$ cat src/hw/cas_pkg.sv
// cas_pkg: constants, types and carriers of the cpu alu/status datapath
// assumes one core clock; nothing here is clocked
package cas_pkg;

  // ----------------------------------------------------------------
  // register indices on the plain register port
  // ----------------------------------------------------------------
  localparam logic [3:0]  REG_STATUS  = 4'h0;  // alu_status_reg
  localparam logic [3:0]  REG_CONTROL = 4'h1;  // cpu_control_reg
  localparam logic [15:0] STAT_RESET  = 16'h0000;
  localparam logic [15:0] CTL_RESET   = 16'h0000;

  // ----------------------------------------------------------------
  // field positions
  // ----------------------------------------------------------------
  localparam int SB_C   = 0;   // carry / not-borrow
  localparam int SB_Z   = 1;   // zero
  localparam int SB_OV  = 2;   // signed overflow
  localparam int SB_N   = 3;   // negative
  localparam int SB_RA  = 4;   // loop active
  localparam int SB_IPL = 5;   // priority field, bits 7..5
  localparam int SB_DC  = 8;   // half carry
  localparam int CB_PSV = 2;   // program window enable
  localparam int CB_IP3 = 3;   // priority extension
  localparam logic [15:0] STAT_IMPL = 16'h01FF;  // bits 15..9 unimplemented
  localparam logic [15:0] CTL_IMPL  = 16'h000C;
  localparam logic [2:0]  PRIO_TOP  = 3'h7;      // user interrupts off

  // ----------------------------------------------------------------
  // divider timing
  // ----------------------------------------------------------------
  localparam logic [4:0] DIV_STEPS = 5'h10;  // one step per divisor bit

  // ----------------------------------------------------------------
  // operation codes and modes
  // ----------------------------------------------------------------
  typedef enum logic [3:0] {
    OP_ADD = 4'b0000, OP_SUB = 4'b0001, OP_AND = 4'b0010,
    OP_IOR = 4'b0011, OP_XOR = 4'b0100, OP_SL  = 4'b0101,
    OP_LSR = 4'b0110, OP_ASR = 4'b0111, OP_MUL = 4'b1000
  } cas_op_t;

  typedef enum logic [2:0] {
    MUL_SS = 3'b000, MUL_UU = 3'b001, MUL_SU = 3'b010,
    MUL_US = 3'b011, MUL_SL = 3'b100, MUL_UL = 3'b101,
    MUL_BB = 3'b110
  } cas_mul_t;

  typedef enum logic [1:0] {
    DV_IDLE = 2'b00, DV_RUN = 2'b01, DV_FIX = 2'b10
  } cas_dv_t;

  // ----------------------------------------------------------------
  // carriers
  // ----------------------------------------------------------------
  typedef struct packed {
    logic        valid;    // one-cycle request
    cas_op_t     op;
    logic        byteOp;   // 1 = byte width
    logic        srcMem;   // operand a from data memory
    logic        dstMem;   // result to data memory
    cas_mul_t    mulMode;
    logic [15:0] wregVal;  // operand a from working registers
    logic [15:0] memVal;   // operand a from data memory
    logic [15:0] opB;      // operand b / literal / shift count
  } cas_req_t;

  typedef struct packed {
    logic        start;
    logic        sgn;      // signed divide
    logic        long;     // 32-bit dividend from odd:even pair
    logic [31:0] dividend;
    logic [15:0] divisor;
  } cas_div_t;

endpackage

$ cat src/hw/cas_alu.sv
// cas_alu: 16-bit alu, multiplier, divider, shifter, status and control
// assumes the decoder gives one-cycle requests and reads answers next cycle
//
// Operation
// - half carry from bit 3 byte, 7 word
// - priority field codes levels 0..7 binary
// - full level is extension bit over field
// - nesting disable freezes software priority field writes
// - loop flag mirrors repeat loop, read-only
// - negative flag follows result sign
// - overflow flag on signed arithmetic overflow
// - zero flag cleared by non-zero results
// - carry flag from carry out of msb
// - subtraction carries are active-low borrows
// - extension bit: hardware sets, software only clears
// - program window enable bit, read/write
// - 16-bit datapath, byte or word ops
// - operands and results: registers or memory
// - 17x17 multiplier, all product modes
// - quotient to reg zero, remainder reg one
// - any divisor, dividend from register pair
// - divider one cycle per divisor bit
// - barrel shift up to 15 in one cycle
// - multi-bit shifts use registers only; single-bit shift results stay in registers too
// - unimplemented bits read as zero
//
// Implementation choices: the strobed register port and the register offsets.
`timescale 1ns/10ps
`default_nettype none
module cas_alu (
  // clock and reset
  input  wire logic             core_clk,
  input  wire logic             rst_n,
  // register port
  input  wire logic [3:0]       regAddr,
  input  wire logic [15:0]      regWdata,
  input  wire logic             regWr,
  input  wire logic             regRd,
  output logic      [15:0]      regRdata_ff,
  // alu request and result
  input  wire cas_pkg::cas_req_t aluReq,
  output logic      [31:0]      resData_ff,
  output logic                  resValid_ff,
  output logic                  resToMem_ff,
  // divider
  input  wire cas_pkg::cas_div_t divReq,
  output logic      [15:0]      workRegZero_ff,
  output logic      [15:0]      workRegOne_ff,
  output logic                  divBusy_ff,
  output logic                  divDone_ff,
  // core state
  input  wire logic             repeatActive,
  input  wire logic             nestDisable,
  input  wire logic             hwPrioWr,
  input  wire logic [3:0]       hwPrio,
  output logic      [3:0]       prioLevel_ff,
  output logic                  userIntOff_ff,
  output logic                  progWinEn_ff
);

  // ----------------------------------------------------------------
  // operand selection and adder
  // ----------------------------------------------------------------
  logic [15:0] opA, opBx, shOut, res;   // operands and result
  logic [16:0] sum17;                   // word sum with carry
  logic [8:0]  sum9;                    // byte sum with carry
  logic [4:0]  sum5;                    // nibble sum with carry
  logic        cin, isArith, isShift, isLogic;
  logic        fC, fDc, fOv, msbA, msbB, msbR, affC;
  logic [15:0] shExt;                   // shift source, width-adjusted
  logic [3:0]  shAmt;
  logic [33:0] prod;                    // 17x17 signed product
  logic        extA, extB;
  logic [15:0] mulA, mulB;
  always_comb begin
    opA     = aluReq.srcMem ? aluReq.memVal : aluReq.wregVal;
    isArith = aluReq.op inside {cas_pkg::OP_ADD, cas_pkg::OP_SUB};
    isLogic = aluReq.op inside {cas_pkg::OP_AND, cas_pkg::OP_IOR, cas_pkg::OP_XOR};
    isShift = aluReq.op inside {cas_pkg::OP_SL, cas_pkg::OP_LSR, cas_pkg::OP_ASR};
    // subtract as a + ~b + 1 so carries come out as not-borrow
    cin   = (aluReq.op == cas_pkg::OP_SUB);
    opBx  = cin ? ~aluReq.opB : aluReq.opB;
    sum17 = {1'b0, opA} + {1'b0, opBx} + {16'h0000, cin};
    sum9  = {1'b0, opA[7:0]} + {1'b0, opBx[7:0]} + {8'h00, cin};
    sum5  = {1'b0, opA[3:0]} + {1'b0, opBx[3:0]} + {4'h0, cin};
    fDc   = aluReq.byteOp ? sum5[4] : sum9[8];
    fC    = aluReq.byteOp ? sum9[8] : sum17[16];
  end

  // ----------------------------------------------------------------
  // barrel shifter: any count 0..15 in one pass
  // ----------------------------------------------------------------
  always_comb begin
    shAmt = aluReq.opB[3:0];
    // byte shifts work on a low byte, sign-extended only for asr
    shExt = aluReq.byteOp ? {{8{(aluReq.op == cas_pkg::OP_ASR) & opA[7]}}, opA[7:0]} : opA;
    unique case (aluReq.op)
      cas_pkg::OP_SL:  shOut = shExt << shAmt;
      cas_pkg::OP_LSR: shOut = shExt >> shAmt;
      default:         shOut = 16'($signed(shExt) >>> shAmt);
    endcase
  end

  // ----------------------------------------------------------------
  // multiplier: 17x17 covers every signed/unsigned mix
  // ----------------------------------------------------------------
  always_comb begin
    mulA = (aluReq.byteOp || aluReq.mulMode == cas_pkg::MUL_BB) ? {8'h00, opA[7:0]} : opA;
    unique case (aluReq.mulMode)
      cas_pkg::MUL_SL, cas_pkg::MUL_UL: mulB = {11'h000, aluReq.opB[4:0]};
      cas_pkg::MUL_BB: mulB = {8'h00, aluReq.opB[7:0]};
      default:         mulB = aluReq.opB;
    endcase
    extA = mulA[15] & (aluReq.mulMode inside {cas_pkg::MUL_SS, cas_pkg::MUL_SU, cas_pkg::MUL_SL});
    extB = mulB[15] & (aluReq.mulMode inside {cas_pkg::MUL_SS, cas_pkg::MUL_US});
    prod = $signed({extA, mulA}) * $signed({extB, mulB});
  end

  // ----------------------------------------------------------------
  // result selection and sign/overflow bits at the active width
  // ----------------------------------------------------------------
  always_comb begin
    unique case (aluReq.op)
      cas_pkg::OP_ADD, cas_pkg::OP_SUB: res = sum17[15:0];
      cas_pkg::OP_AND: res = opA & aluReq.opB;
      cas_pkg::OP_IOR: res = opA | aluReq.opB;
      cas_pkg::OP_XOR: res = opA ^ aluReq.opB;
      default:         res = shOut;
    endcase
    // byte sign and overflow bits look only at bit 7
    msbA = aluReq.byteOp ? opA[7]  : opA[15];
    msbB = aluReq.byteOp ? opBx[7] : opBx[15];
    msbR = aluReq.byteOp ? res[7]  : res[15];
    fOv  = (msbA == msbB) & (msbR != msbA);
    // shift carry only defined for the single-bit form
    affC = isArith | (isShift & (shAmt == 4'h1));
  end

  // ----------------------------------------------------------------
  // result register: byte results other than products keep the high byte of operand a
  // ----------------------------------------------------------------
  always_ff @(posedge core_clk) begin
    if (!rst_n) begin
      resData_ff  <= 32'h0000_0000;
      resValid_ff <= 1'b0;
      resToMem_ff <= 1'b0;
    end else begin
      resValid_ff <= aluReq.valid;
      // shifts never target memory, single-bit ones included
      resToMem_ff <= aluReq.valid & aluReq.dstMem & ~isShift;
      if (aluReq.valid) begin
        if (aluReq.op == cas_pkg::OP_MUL) begin
          resData_ff <= prod[31:0];
        end else if (aluReq.byteOp) begin
          resData_ff <= {16'h0000, opA[15:8], res[7:0]};
        end else begin
          resData_ff <= {16'h0000, res};
        end
      end
    end
  end

  // ----------------------------------------------------------------
  // status and control next values
  // ----------------------------------------------------------------
  logic [15:0] stat_ff, ctl_ff, nxt_stat, nxt_ctl;
  logic [15:0] carryW;
  logic        swStat, swCtl, fire;
  always_comb begin
    swStat   = regWr & (regAddr == cas_pkg::REG_STATUS);
    swCtl    = regWr & (regAddr == cas_pkg::REG_CONTROL);
    fire     = aluReq.valid & (isArith | isLogic | isShift);
    nxt_stat = stat_ff;
    nxt_ctl  = ctl_ff;
    carryW   = regWdata;
    // software write first; priority field frozen under nesting disable
    if (swStat) begin
      if (nestDisable) begin
        carryW[cas_pkg::SB_IPL +: 3] = stat_ff[cas_pkg::SB_IPL +: 3];
      end
      nxt_stat = carryW & cas_pkg::STAT_IMPL;
    end
    // hardware updates come after, so an event beats a same-cycle write
    if (fire) begin
      nxt_stat[cas_pkg::SB_N] = msbR;
      nxt_stat[cas_pkg::SB_Z] = aluReq.byteOp ? res[7:0] == 8'h00 : res == 16'h0000;
      if (isArith) begin
        nxt_stat[cas_pkg::SB_OV] = fOv;
        nxt_stat[cas_pkg::SB_DC] = fDc;
      end
      if (affC) begin
        unique case (aluReq.op)
          cas_pkg::OP_SL: nxt_stat[cas_pkg::SB_C] = msbA;
          cas_pkg::OP_LSR, cas_pkg::OP_ASR: nxt_stat[cas_pkg::SB_C] = opA[0];
          default:        nxt_stat[cas_pkg::SB_C] = fC;
        endcase
      end
    end
    nxt_stat[cas_pkg::SB_RA] = repeatActive;
    // control: psv read/write, extension bit software-clear only
    if (swCtl) begin
      nxt_ctl[cas_pkg::CB_PSV] = regWdata[cas_pkg::CB_PSV];
      nxt_ctl[cas_pkg::CB_IP3] = nxt_ctl[cas_pkg::CB_IP3] & regWdata[cas_pkg::CB_IP3];
    end
    if (hwPrioWr) begin
      nxt_stat[cas_pkg::SB_IPL +: 3] = hwPrio[2:0];
      nxt_ctl[cas_pkg::CB_IP3]       = hwPrio[3];
    end
  end

  // ----------------------------------------------------------------
  // status / control registers and derived priority outputs
  // ----------------------------------------------------------------
  always_ff @(posedge core_clk) begin
    if (!rst_n) begin
      stat_ff       <= cas_pkg::STAT_RESET;
      ctl_ff        <= cas_pkg::CTL_RESET;
      prioLevel_ff  <= 4'h0;
      userIntOff_ff <= 1'b0;
      progWinEn_ff  <= 1'b0;
    end else begin
      stat_ff       <= nxt_stat;
      ctl_ff        <= nxt_ctl & cas_pkg::CTL_IMPL;
      prioLevel_ff  <= {nxt_ctl[cas_pkg::CB_IP3], nxt_stat[cas_pkg::SB_IPL +: 3]};
      userIntOff_ff <= nxt_ctl[cas_pkg::CB_IP3] | (nxt_stat[cas_pkg::SB_IPL +: 3] == cas_pkg::PRIO_TOP);
      progWinEn_ff  <= nxt_ctl[cas_pkg::CB_PSV];
    end
  end

  // ----------------------------------------------------------------
  // register read: data in the cycle after the strobe only
  // ----------------------------------------------------------------
  always_ff @(posedge core_clk) begin
    if (!rst_n) begin
      regRdata_ff <= 16'h0000;
    end else if (regRd && regAddr == cas_pkg::REG_STATUS) begin
      regRdata_ff <= stat_ff & cas_pkg::STAT_IMPL;
    end else if (regRd && regAddr == cas_pkg::REG_CONTROL) begin
      regRdata_ff <= ctl_ff & cas_pkg::CTL_IMPL;
    end else begin
      regRdata_ff <= 16'h0000;  // unmapped or idle
    end
  end

  // ----------------------------------------------------------------
  // divider: restoring on magnitudes, signs fixed in a last cycle
  // ----------------------------------------------------------------
  cas_pkg::cas_dv_t dvState_ff;
  logic [16:0] rem_ff, trial;       // partial remainder, trial result
  logic [15:0] quo_ff, dsr_ff;
  logic [4:0]  dvCnt_ff;
  logic        negQ_ff, negR_ff, dSgn;
  logic [31:0] dMag;
  always_comb begin
    trial = {rem_ff[15:0], quo_ff[15]} - {1'b0, dsr_ff};
    // 16-bit dividends are sign- or zero-extended to the pair width
    dSgn = divReq.sgn & (divReq.long ? divReq.dividend[31] : divReq.dividend[15]);
    dMag = divReq.long ? divReq.dividend : {{16{dSgn}}, divReq.dividend[15:0]};
    if (dSgn) begin
      dMag = -dMag;
    end
  end
  always_ff @(posedge core_clk) begin
    if (!rst_n) begin
      dvState_ff     <= cas_pkg::DV_IDLE;
      rem_ff         <= 17'h00000;
      quo_ff         <= 16'h0000;
      dsr_ff         <= 16'h0000;
      dvCnt_ff       <= 5'h00;
      negQ_ff        <= 1'b0;
      negR_ff        <= 1'b0;
      divBusy_ff     <= 1'b0;
      divDone_ff     <= 1'b0;
      workRegZero_ff <= 16'h0000;
      workRegOne_ff  <= 16'h0000;
    end else begin
      divDone_ff <= 1'b0;
      unique case (dvState_ff)
        cas_pkg::DV_IDLE: begin
          if (divReq.start) begin
            rem_ff     <= {1'b0, dMag[31:16]};
            quo_ff     <= dMag[15:0];
            dsr_ff     <= (divReq.sgn && divReq.divisor[15]) ? -divReq.divisor : divReq.divisor;
            // remainder keeps the dividend sign; quotient sign is the xor of both
            negR_ff    <= dSgn;
            negQ_ff    <= dSgn ^ (divReq.sgn & divReq.divisor[15]);
            dvCnt_ff   <= 5'h00;
            divBusy_ff <= 1'b1;
            dvState_ff <= cas_pkg::DV_RUN;
          end
        end
        cas_pkg::DV_RUN: begin
          // one quotient bit per cycle, same count for both widths
          if (!trial[16]) begin
            rem_ff <= trial;
            quo_ff <= {quo_ff[14:0], 1'b1};
          end else begin
            rem_ff <= {rem_ff[15:0], quo_ff[15]};
            quo_ff <= {quo_ff[14:0], 1'b0};
          end
          dvCnt_ff <= dvCnt_ff + 5'h01;
          if (dvCnt_ff == cas_pkg::DIV_STEPS - 5'h01) begin
            dvState_ff <= cas_pkg::DV_FIX;
          end
        end
        cas_pkg::DV_FIX: begin
          workRegZero_ff <= negQ_ff ? -quo_ff : quo_ff;
          workRegOne_ff  <= negR_ff ? -rem_ff[15:0] : rem_ff[15:0];
          divBusy_ff     <= 1'b0;
          divDone_ff     <= 1'b1;
          dvState_ff     <= cas_pkg::DV_IDLE;
        end
        default: dvState_ff <= cas_pkg::DV_IDLE;
      endcase
    end
  end
endmodule // cas_alu
`default_nettype wire

$ cat config.mk
export PLATFORM = sky130hd
export DESIGN_NAME = cas_alu
export DESIGN_NICKNAME = d
export VERILOG_FILES = /design/src/hw/cas_pkg.sv /design/src/hw/cas_alu.sv
export SDC_FILE = /design/constraint.sdc
export NUM_CORES = 1
export LEC_CHECK = 0
export BUFFER_PORTS_ARGS = -buffer_cell sky130_fd_sc_hd__buf_4
export CAP_MARGIN = 30
export CORE_ASPECT_RATIO = 0.9
export CORE_MARGIN = 2
export CORE_UTILIZATION = 49
export DETAILED_ROUTE_END_ITERATION = 10
export PLACE_DENSITY = 0.68
export SETUP_SLACK_MARGIN = 0.02
export SYNTH_ARGS = -nofsm -noshare
export SYNTH_HDL_FRONTEND = slang
export SYNTH_SLANG_ARGS = --single-unit
$ cat constraint.sdc
create_clock -name core_clk -period 9 [get_ports core_clk]
set_input_delay 1.35 -clock core_clk [delete_from_list [all_inputs] [get_ports core_clk]]
set_output_delay 1.35 -clock core_clk [all_outputs]
set_load 0.005 [all_outputs]
== Yosys cells after proc, flatten, opt, wreduce, memory -nomap -nowiden ==
Cells that the tools add are included.

* Word-level logic and storage cells: 159
* Register bits after elaboration: 158
* Input port bits: 141

* Shift operators: 3
* Bitwise operators: 24
* Mux-type cells: 48
* Add/sub/neg operators: 12
* Reductions and logical operators: 26
* Multipliers: 1
* Equal/unequal tests: 23

{| class="wikitable"
|+ Operators by type and width
! operator !! count
|-
| 16-bit 2-to-1 mux || 11
|-
| 16-bit one-hot mux with 2 select lines || 4
|-
| 32-bit 2-to-1 mux || 3
|-
| 16-bit one-hot mux with 4 select lines || 1
|-
| 16-bit negator || 3
|-
| 17-bit by 17-bit multiplier with 32-bit output || 1
|-
| 32-bit negator || 1
|-
| 9-bit 2-to-1 mux || 2
|-
| 16-bit by 16-bit adder with 17-bit output || 1
|-
| 17-bit by 1-bit adder with 17-bit output || 1
|-
| 17-bit by 16-bit subtractor with 17-bit output || 1
|-
| 16-bit AND || 1
|-
| 4-bit by 3-bit equality test with 1-bit output (second input constant) || 4
|-
| 16-bit logical NOT || 1
|-
| 16-bit NOT || 1
|-
| 16-bit bitwise OR || 1
|-
| 16-bit by 4-bit << shifter with 16-bit output || 1
|-
| 16-bit by 4-bit >> shifter with 16-bit output || 1
|-
| 16-bit by 4-bit >>> shifter with 16-bit output || 1
|-
| 16-bit bitwise XOR || 1
|-
| 1-bit 2-to-1 mux || 15
|-
| 1-bit AND || 13
|-
| 3-bit equality test (second input constant) || 4
|-
| 4-bit by 1-bit equality test with 1-bit output (second input constant) || 3
|-
| other kinds (34) || 61
|}

== Depth between registers and ports, before layout ==
Gate-level depths: netlist (run 1).

* Depth in word-level cells: 11
* Gate-level depth with buffers: 30
* Mapped depth without buffers: 26

== Worst setup path after synthesis (run 1) ==
Ideal clock, no wire load.

* Path type: input-to-reg
* From: input port aluReq[53] (netlist bit)
* To: register resData_ff[31]
* Path slack: 0.787 ns
* Arrival: 8.096 ns
* Buffers on the path: 4
* Cell stages on the path: 26
* Setup time: 0.117 ns
* Cell sequence: clkbuf_1 -> inv_1 -> clkbuf_1 -> o21ai_1 -> clkbuf_1 -> nor2_1 -> clkbuf_1 -> nand2_1 -> fa_1 -> fa_1 -> fa_1 -> fa_1 -> inv_1 -> fa_1 -> inv_1 -> fa_1 -> inv_1 -> ha_1 -> nand2_1 -> or3_1 -> and3_1 -> or4_1 -> a31oi_1 -> o2111ai_1 -> a21o_1 -> a32o_1

* Longest elaborated chain between the ends: 5

{| class="wikitable"
|+ Ends and longest elaborated chain
! element !! line !! RTL
|-
| from (decl) || cas_alu.sv:41 || <nowiki>input wire cas_pkg::cas_req_t aluReq,</nowiki>
|-
| 1-bit logical OR * || cas_alu.sv:108 || <nowiki>mulA = (aluReq.byteOp || aluReq.mulMode == cas_pkg::MUL_BB) ? {8'h00, opA[7:0]} : opA;</nowiki>
|-
| 16-bit 2-to-1 mux * || cas_alu.sv:108 ||
|-
| 1-bit AND || cas_alu.sv:114 || <nowiki>extA = mulA[15] & (aluReq.mulMode inside {cas_pkg::MUL_SS, cas_pkg::MUL_SU, cas_pkg::MUL_SL});</nowiki>
|-
| 17-bit by 17-bit multiplier with 32-bit output * || cas_alu.sv:116 || <nowiki>prod = $signed({extA, mulA}) * $signed({extB, mulB});</nowiki>
|-
| 32-bit 2-to-1 mux * || cas_alu.sv:152 || <nowiki>if (aluReq.op == cas_pkg::OP_MUL) begin</nowiki>
|-
| to (signal assigned) || cas_alu.sv:153 || <nowiki>resData_ff <= prod[31:0];</nowiki>
|-
| to (signal assigned) || cas_alu.sv:155 || <nowiki>resData_ff <= {16'h0000, opA[15:8], res[7:0]};</nowiki>
|-
| to (signal assigned) || cas_alu.sv:157 || <nowiki>resData_ff <= {16'h0000, res};</nowiki>
|-
| to (decl) || cas_alu.sv:42 || <nowiki>output logic [31:0] resData_ff,</nowiki>
|}

Mark *: on every way between the ends. The rest lies on a longest branch, timed or not.
A chain may end at the register's enable or synchronous reset.

== Final worst setup path (run 1) ==
* From: input port aluReq[52] (netlist bit)
* To: register resData_ff[31]

* Longest elaborated chain between the ends: 5

{| class="wikitable"
|+ Ends and longest elaborated chain
! element !! line !! RTL
|-
| 16-bit 2-to-1 mux * || cas_alu.sv:76 || <nowiki>opA = aluReq.srcMem ? aluReq.memVal : aluReq.wregVal;</nowiki>
|-
| 16-bit 2-to-1 mux * || cas_alu.sv:108 ||
|-
| 1-bit AND || cas_alu.sv:114 ||
|-
| 17-bit by 17-bit multiplier with 32-bit output * || cas_alu.sv:116 ||
|-
| 32-bit 2-to-1 mux * || cas_alu.sv:152 ||
|}

Marks and branches as above.

==> results of run 1 <==
-- report_power, final --
| group | switching (mW) | total [mW] | internal (mW) | leakage (nW) |
|---|---|---|---|---|
| sequential | 0.0626 | 0.756 | 0.693 | 1.19 |
| combinational | 2.25 | 3.77 | 1.53 | 10.3 |
| clock | 0.319 | 0.685 | 0.366 | 0.279 |
| total | 2.63 | 5.21 | 2.59 | 11.8 |
-- final timing paths --
check | from | end | slack [ps] | cells after the start
worst min register to register | stat_ff[4] | regRdata_ff[4] | 430 | 1
worst min-delay path | stat_ff[4] | regRdata_ff[4] | 430 | 1
worst max register to register | quo_ff[15] | rem_ff[11] | 4740 | 12
worst max-delay path | aluReq[52] | resData_ff[31] | 850 | 26
-- placed cells by master (no fill, tap or decap), types with 18 or more instances in the layout --
cell type	netlist	layout
sky130_fd_sc_hd__a211oi_1	55	55
sky130_fd_sc_hd__a21o_1	19	19
sky130_fd_sc_hd__a21oi_1	159	159
sky130_fd_sc_hd__a22oi_1	24	24
sky130_fd_sc_hd__a31oi_1	25	25
sky130_fd_sc_hd__and2_1	33	33
sky130_fd_sc_hd__buf_4	16	286
sky130_fd_sc_hd__dfxtp_1	146	146
sky130_fd_sc_hd__fa_1	284	284
sky130_fd_sc_hd__ha_1	152	152
sky130_fd_sc_hd__inv_1	376	375
sky130_fd_sc_hd__mux2i_1	29	29
sky130_fd_sc_hd__nand2_1	337	337
sky130_fd_sc_hd__nand2b_1	20	20
sky130_fd_sc_hd__nand3_1	46	46
sky130_fd_sc_hd__nor2_1	296	295
sky130_fd_sc_hd__nor2b_1	27	25
sky130_fd_sc_hd__nor3_1	54	54
sky130_fd_sc_hd__o211ai_1	19	19
sky130_fd_sc_hd__o21a_1	22	22
sky130_fd_sc_hd__o21ai_0	78	78
sky130_fd_sc_hd__o22ai_1	18	18
sky130_fd_sc_hd__o31ai_1	20	20
sky130_fd_sc_hd__or3_1	25	25
sky130_fd_sc_hd__xnor2_1	76	76
sky130_fd_sc_hd__xor2_1	50	50
-- cell families (layout without fill, tap and decap cells) --
group | Yosys count | count (layout) | synth area share
flops | 146 | 146 | 0.128
other cells | 1 | 8 | 0.000164
simple gates | 921 | 921 | 0.181
compound gates | 588 | 588 | 0.177
mux | 61 | 61 | 0.0394
buf+inv | 543 | 714 | 0.0948
fa+ha+maj | 436 | 436 | 0.332
xor+xnor | 126 | 126 | 0.0483
-- stage by stage --
step,power (mW),std cells,util
2_1_floorplan,3.45,2828,-
3_3_place_gp,4.41,3580,0.542
3_5_place_dp,4.46,3581,0.542
4_1_cts,5.19,3613,0.554
5_1_grt,5.72,3615,0.555
6_report,5.21,3616,0.555
-- cell type report --
type / instances / area share
repair buffers: 288 / 0.0843
inverters: 394 / 0.0575
diodes: 1 / 0.0000973
flip-flops and latches: 146 / 0.114
well taps: 616 / 0.0300
clock inverters: 15 / 0.00545
clock buffers: 17 / 0.0165
multi-input cells: 2139 / 0.693
-- routing by layer --
layer  routed length, µm  track usage  up-vias
li1                    -            -     9777
met1               34200        0.473    10659
met2               35300        0.514     1100
met3                8010       0.0675      179
met4                3000        0.118        0
met5                   0            0        -
-- registers in the layout, indices dropped and copies added (netlist names), 2 cells and up --
signal / cells
regRdata_ff: 9
stat_ff: 6
workRegOne_ff: 16
rem_ff: 16
workRegZero_ff: 16
dvCnt_ff: 5
prioLevel_ff: 4
resData_ff: 32
quo_ff: 16
dvState_ff: 2
dsr_ff: 16
==> qor.tcl, run 1 <==
set qor(grt-ovfl-total) 0
set qor(area_used_by_multi_input_combinational_logic_um2) 17800
set qor(rows) 75
set qor(post_dr_vias_cell) 6.01
set qor(average_wire_per_standard_cell_um) 22.2
set qor(worst-endpoint-required_ps) 9330
set qor(synth.yosys.seq_area_share) 0.128
set qor(yosys_warnings) 0
set qor(ant_nets) 0
set qor(maxSlewHeadroom) 0.278
set qor(place.detailed.hpwl_um) 64400
set qor(yosys_most_used_dff) {sky130_fd_sc_hd__dfxtp_1}
set qor(drv_cap) 0
set qor(worst_clock_skew_ps) 10.2
set qor(grt_util_all_layers) 0.336
set qor(syn-mean-instance-area_um2) 8.10
set qor(synth.lib_cells_used.distinct) 100
set qor(finalWorstSetupSlack_ps) 854
set qor(placement.io_buffers) 215
set qor(ff_latch_area_um2) 2920
set qor(hp-class) {register to register}
set qor(number_of_global_route_vias_before_repair) 21597
set qor(grt_first_pass_wirelength_um) 126000
set qor(synth.top_cells.by_area) {sky130_fd_sc_hd__fa_1, sky130_fd_sc_hd__dfxtp_1, sky130_fd_sc_hd__ha_1, sky130_fd_sc_hd__inv_1, sky130_fd_sc_hd__nand2_1}
set qor(cts.root.buffer_cell) {sky130_fd_sc_hd__clkbuf_16}
set qor(worst_path_largest_cell_delay_ps) 640
set qor(crit_slowest_cell) {sky130_fd_sc_hd__or4_1}
set qor(grt_setup_unrepaired) {false}
set qor(synth_largest_type_area_fraction) 0.249
set qor(clock_insertion_delay_worst_skew_ps) 440
set qor(place_area_um2) 25100
set qor(fmaxAchievable_mhz) 123
set qor(worst_ep_arrival_time_ps) 8480
set qor(final-hold-violation-count) 0
set qor(io-pin-count) 231
set qor(total_leakage_power_nw) 11.8
set qor(critical_path_source_type) {input port}
set qor(cts_resized) 0
set qor(count_of_flip_flops_with_a_built_in_enable_after_synthesis) 0
set qor(max_slew.worst_pin.slew_ps) 1060
set qor(drtPass1Iterations) 6
set qor(share_of_async_settable_or_async_resettable_flops_after_synthesis) 0
set qor(cts_tree) {done}
set qor(clock_slew_at_reported_path_ffs_ps) 70
set qor(drt_iter0_drc) 2020
set qor(final_cell_area_um2) 25700
set qor(die_area_um2) 48400
set qor(fp.coreArea_um2) 46400
set qor(critPathKind) {input port to register}
set qor(finalCriticalPeriod_ps) 8150
set qor(cts_made_buffers) 17
set qor(ys_seq_elements) 146
set qor(setup_total_negative_slack_ps) 0
set qor(synth.top_cells.by_count) {sky130_fd_sc_hd__inv_1, sky130_fd_sc_hd__nand2_1, sky130_fd_sc_hd__nor2_1}
set qor(rd_place_congestion) 1.05
set qor(critical_path_peak_fanout) 11
set qor(fin_nets) 3563
set qor(clock_sink_count) 146
set qor(number_of_vias_after_detailed_routing) 21715
set qor(postCtsSetupBuffers) 0
set qor(vdd_drop_max_mv) 0.260
set qor(finalHoldWorstSlack_ps) 432
set qor(end_kind) {register}
set qor(synth_area_um2) 22900
set qor(synth.largest_area_cell) {sky130_fd_sc_hd__fa_1}
set qor(timing.final.setup_violations) 0
set qor(htreeDepth) 4
set qor(post-synth-top-count-cell) {sky130_fd_sc_hd__inv_1}
set qor(syn-instance-count) 2822
set qor(grt_start_max_net_pins) 74
set qor(nFillCells) 4436
set qor(clock_path_buffers) 2
set qor(outcome) {finished clean}
set qor(die_w_um) 232
set qor(cts_hold_buf) 0
set qor(slew_viol_final) 0
set qor(timing.final.crit_share) 0.905
set qor(grt_antenna_before_repair) 2
set qor(worst_path_dominant_cell_family) {adder cells}
set qor(floorplan.initialDensity) 0.493
set qor(drc) 0
set qor(pwr_density_cell_nw_per_um2) 203
set qor(routed_wl_um) 80400
set qor(die_h_um) 209
set qor(synthToLayoutAreaGrowth_pct) 12.5
set qor(final_layout_size_suffix_gt1_frac) 0.135
set qor(preCtsSetupSlack_ps) 481
set qor(cp.buffers_inverters) 8
Power figures use the tool's default switching activity.
==> inputs of run 2 (changes only) <==
--- a/config.mk
+++ b/config.mk
@@ -12,6 +12,7 @@
 export CORE_UTILIZATION = 49
 export DETAILED_ROUTE_END_ITERATION = 10
 export PLACE_DENSITY = 0.68
+export RECOVER_POWER = 100
 export SETUP_SLACK_MARGIN = 0.02
 export SYNTH_ARGS = -nofsm -noshare
 export SYNTH_HDL_FRONTEND = slang
==> run 2 against run 1 <==
Effect of this change: the flow now finishes with violations (capacitance limit, slew limit); first-iteration DRC count up 1.2%; critical path depth down 1; sequential power about the same; global-route usage unchanged; setup slack worse by 250 ps; total power down 0.68%; die area unchanged; critical path type unchanged; largest cell class unchanged; highest routed layer unchanged.
==> qor.tcl, run 2 (synthesis gave the netlist of run 1 again) <==
set qor(worst-endpoint-required_ps) 9340 ;# about the same
set qor(commonest_cells_after_routing_fill_and_taps_aside) {sky130_fd_sc_hd__inv_1, sky130_fd_sc_hd__nand2_1, sky130_fd_sc_hd__nor2_1}
set qor(grt_start_max_net_pins) 74 ;# unchanged
set qor(final-hold-violation-count) 0 ;# unchanged
set qor(die_w_um) 232 ;# unchanged
set qor(hp-class) {register to register}
set qor(outcome) {finished with violations}
set qor(cts_tree) {done}
set qor(cts_resized) 0 ;# unchanged
set qor(nFillCells) 4478 ;# +0.95%
set qor(critPathKind) {input port to register}
set qor(drc) 0 ;# unchanged
set qor(rd_place_congestion) 1.05 ;# unchanged
set qor(maxSlewHeadroom) -1.22 ;# -1.50
set qor(routed_wl_um) 80300 ;# -0.18%
set qor(timing.hold.worst_path_depth) 1 ;# unchanged
set qor(fp.coreArea_um2) 46400 ;# unchanged
set qor(pwr_density_cell_nw_per_um2) 203 ;# about the same
set qor(floorplan.initialDensity) 0.493 ;# unchanged
set qor(cts_made_buffers) 17 ;# unchanged
set qor(timing.final.setup_violations) 0 ;# unchanged
set qor(placed_cells_incl_taps) 3581 ;# unchanged
set qor(largest_register_ffs) 32 ;# unchanged
set qor(clock_insertion_delay_worst_skew_ps) 440 ;# about the same
set qor(critical_path_peak_fanout) 11 ;# unchanged
set qor(timing.final.crit_share) 0.933 ;# +0.0277
set qor(worst_r2r_startpoint) {quo_ff[15]}
set qor(cts_hold_buf) 0 ;# unchanged
set qor(placement.io_buffers) 215 ;# unchanged
set qor(worst_clock_skew_ps) 7.19 ;# -3.05 ps
set qor(cts.root.buffer_cell) {sky130_fd_sc_hd__clkbuf_16}
set qor(max_slew.worst_pin.slew_ps) 3330 ;# +2270 ps
set qor(postCtsSetupBuffers) 0 ;# unchanged
set qor(final_cells) 3616 ;# unchanged
set qor(r2r_slack_ps) 4120 ;# -620 ps
set qor(grt-ovfl-total) 0 ;# unchanged
set qor(worst_ep_arrival_time_ps) 8730 ;# +250 ps
set qor(end_kind) {register}
set qor(drv_cap) 2 ;# +2
set qor(clock_slew_at_reported_path_ffs_ps) 70 ;# about the same
set qor(worst_r2r_path_depth) 12 ;# unchanged
set qor(htreeDepth) 4 ;# unchanged
set qor(final_layout_size_suffix_gt1_frac) 0.122 ;# -0.0130
set qor(fin_nets) 3563 ;# unchanged
set qor(setup_total_negative_slack_ps) 0 ;# unchanged
set qor(grt_setup_unrepaired) {false}
set qor(synthToLayoutAreaGrowth_pct) 11.8
set qor(post_dr_vias_cell) 6.02 ;# +0.28%
set qor(grt_antenna_before_repair) 2 ;# unchanged
set qor(ant_nets) 0 ;# unchanged
set qor(violations) {capacitance limit, slew limit}
set qor(finalCriticalPeriod_ps) 8400 ;# +249 ps
set qor(finalHoldWorstSlack_ps) 439 ;# +7.18 ps
set qor(vdd_drop_max_mv) 0.257 ;# -0.94%
set qor(rr_endpoint) {rem_ff[11]}
set qor(mostFrequentLayoutCell) {sky130_fd_sc_hd__inv_1}
set qor(die_h_um) 209 ;# unchanged
set qor(average_wire_per_standard_cell_um) 22.2 ;# -0.18%
set qor(number_of_vias_after_detailed_routing) 21776 ;# +0.28%
set qor(clock_sink_count) 146 ;# unchanged
set qor(min_delay_worst_endpoint) {regRdata_ff[4]}
set qor(place.detailed.hpwl_um) 64400 ;# unchanged
set qor(critical_path.startpoint) {aluReq[52]}
set qor(drtPass1Iterations) 6 ;# unchanged
set qor(clock_path_buffers) 2 ;# unchanged
set qor(fmaxAchievable_mhz) 119 ;# -3.0%
set qor(final_core_occ) 0.551 ;# -0.00356
set qor(number_of_global_route_vias_before_repair) 21597 ;# unchanged
set qor(io-pin-count) 231 ;# unchanged
set qor(rows) 75 ;# unchanged
set qor(grt_first_pass_wirelength_um) 126000 ;# unchanged
set qor(critical_path_source_type) {input port}
set qor(timing.hold.worst.start) {stat_ff[4]}
set qor(drt_iter0_drc) 2044 ;# +1.2%
set qor(total_leakage_power_nw) 11.6 ;# -1.5%
set qor(grt_util_all_layers) 0.336 ;# unchanged
set qor(regMostFlops) {resData_ff}
set qor(die_area_um2) 48400 ;# unchanged
set qor(slew_viol_final) 105 ;# +105
[run 2: changes by cell type in the layout (fill, tap and decap cells not counted), moves of 2 or more]
cell / previous run / this run
sky130_fd_sc_hd__and2_1: 33 / 23
sky130_fd_sc_hd__clkbuf_1: 0 / 31
sky130_fd_sc_hd__buf_4: 286 / 197
sky130_fd_sc_hd__nor3_2: 3 / 1
sky130_fd_sc_hd__clkbuf_4: 0 / 58
sky130_fd_sc_hd__and2_0: 0 / 10
sky130_fd_sc_hd__nor3_1: 54 / 56
[run 2: worst max-delay path by stage]
| stage | to | slack, ps |
|---|---|---|
| 3_3_place_gp | resData_ff[31] | 530 |
| 3_5_place_dp | resData_ff[31] | 480 |
| 5_1_grt | resData_ff[31] | 350 |
| 4_1_cts | resData_ff[31] | 930 |
| 6_report | resData_ff[31] | 600 |
| 2_1_floorplan | resData_ff[31] | 790 |
[run 2: metrics by stage]
stage	power (mW)	instance area, µm²	worst slack, ps
2_1_floorplan	3.45	22900	787
5_1_grt	5.68	25600	354
4_1_cts	5.19	25700	928
3_5_place_dp	4.46	25100	481
3_3_place_gp	4.41	25100	535
6_report	5.18	25600	604
[run 2: worst max-delay path, cell delays in order]
cell and delay [ps]:
sky130_fd_sc_hd__buf_4 140, sky130_fd_sc_hd__buf_4 290, sky130_fd_sc_hd__mux2i_1 630, sky130_fd_sc_hd__inv_1 310
sky130_fd_sc_hd__clkbuf_1 320, sky130_fd_sc_hd__nand2_1 140, sky130_fd_sc_hd__fa_1 480, sky130_fd_sc_hd__fa_1 430
sky130_fd_sc_hd__inv_1 60, sky130_fd_sc_hd__ha_1 170, sky130_fd_sc_hd__fa_1 390, sky130_fd_sc_hd__inv_1 70
sky130_fd_sc_hd__fa_1 430, sky130_fd_sc_hd__fa_1 540, sky130_fd_sc_hd__inv_1 40, sky130_fd_sc_hd__ha_1 330
sky130_fd_sc_hd__or2_2 140, sky130_fd_sc_hd__o311ai_0 170, sky130_fd_sc_hd__or3_1 450, sky130_fd_sc_hd__and3_1 240
sky130_fd_sc_hd__or4_1 610, sky130_fd_sc_hd__a31oi_1 370, sky130_fd_sc_hd__o2111ai_1 180, sky130_fd_sc_hd__a21o_1 190
sky130_fd_sc_hd__a32o_1 230
[run 2: area by class of cell]
cell class / instances / area (µm²) / share of cell area
Sequential cell: 146 / 2920 / 0.114
Multi-Input combinational cell: 2139 / 17800 / 0.695
Timing Repair Buffer: 288 / 2050 / 0.0802
Tap cell: 616 / 771 / 0.0302
Clock inverter: 15 / 140 / 0.00548
Antenna cell: 1 / 2.50 / 0.0000979
Inverter: 394 / 1480 / 0.0579
Clock buffer: 17 / 425 / 0.0166
[run 2: power breakdown]
group | leakage [nW] | switching, mW | total, mW | internal, mW
registers | 1.19 | 0.0622 | 0.755 | 0.693
clock network | 0.279 | 0.320 | 0.685 | 0.366
logic | 10.1 | 2.23 | 3.74 | 1.50
[run 2: routing by layer]
| layer | global-route usage | vias up | share of wire |
|---|---|---|---|
| met5 | 0 | - | 0 |
| met4 | 0.118 | 0 | 0.038 |
| met3 | 0.0675 | 187 | 0.10 |
| met2 | 0.514 | 1099 | 0.44 |
| met1 | 0.473 | 10718 | 0.43 |
| li1 | - | 9772 | - |
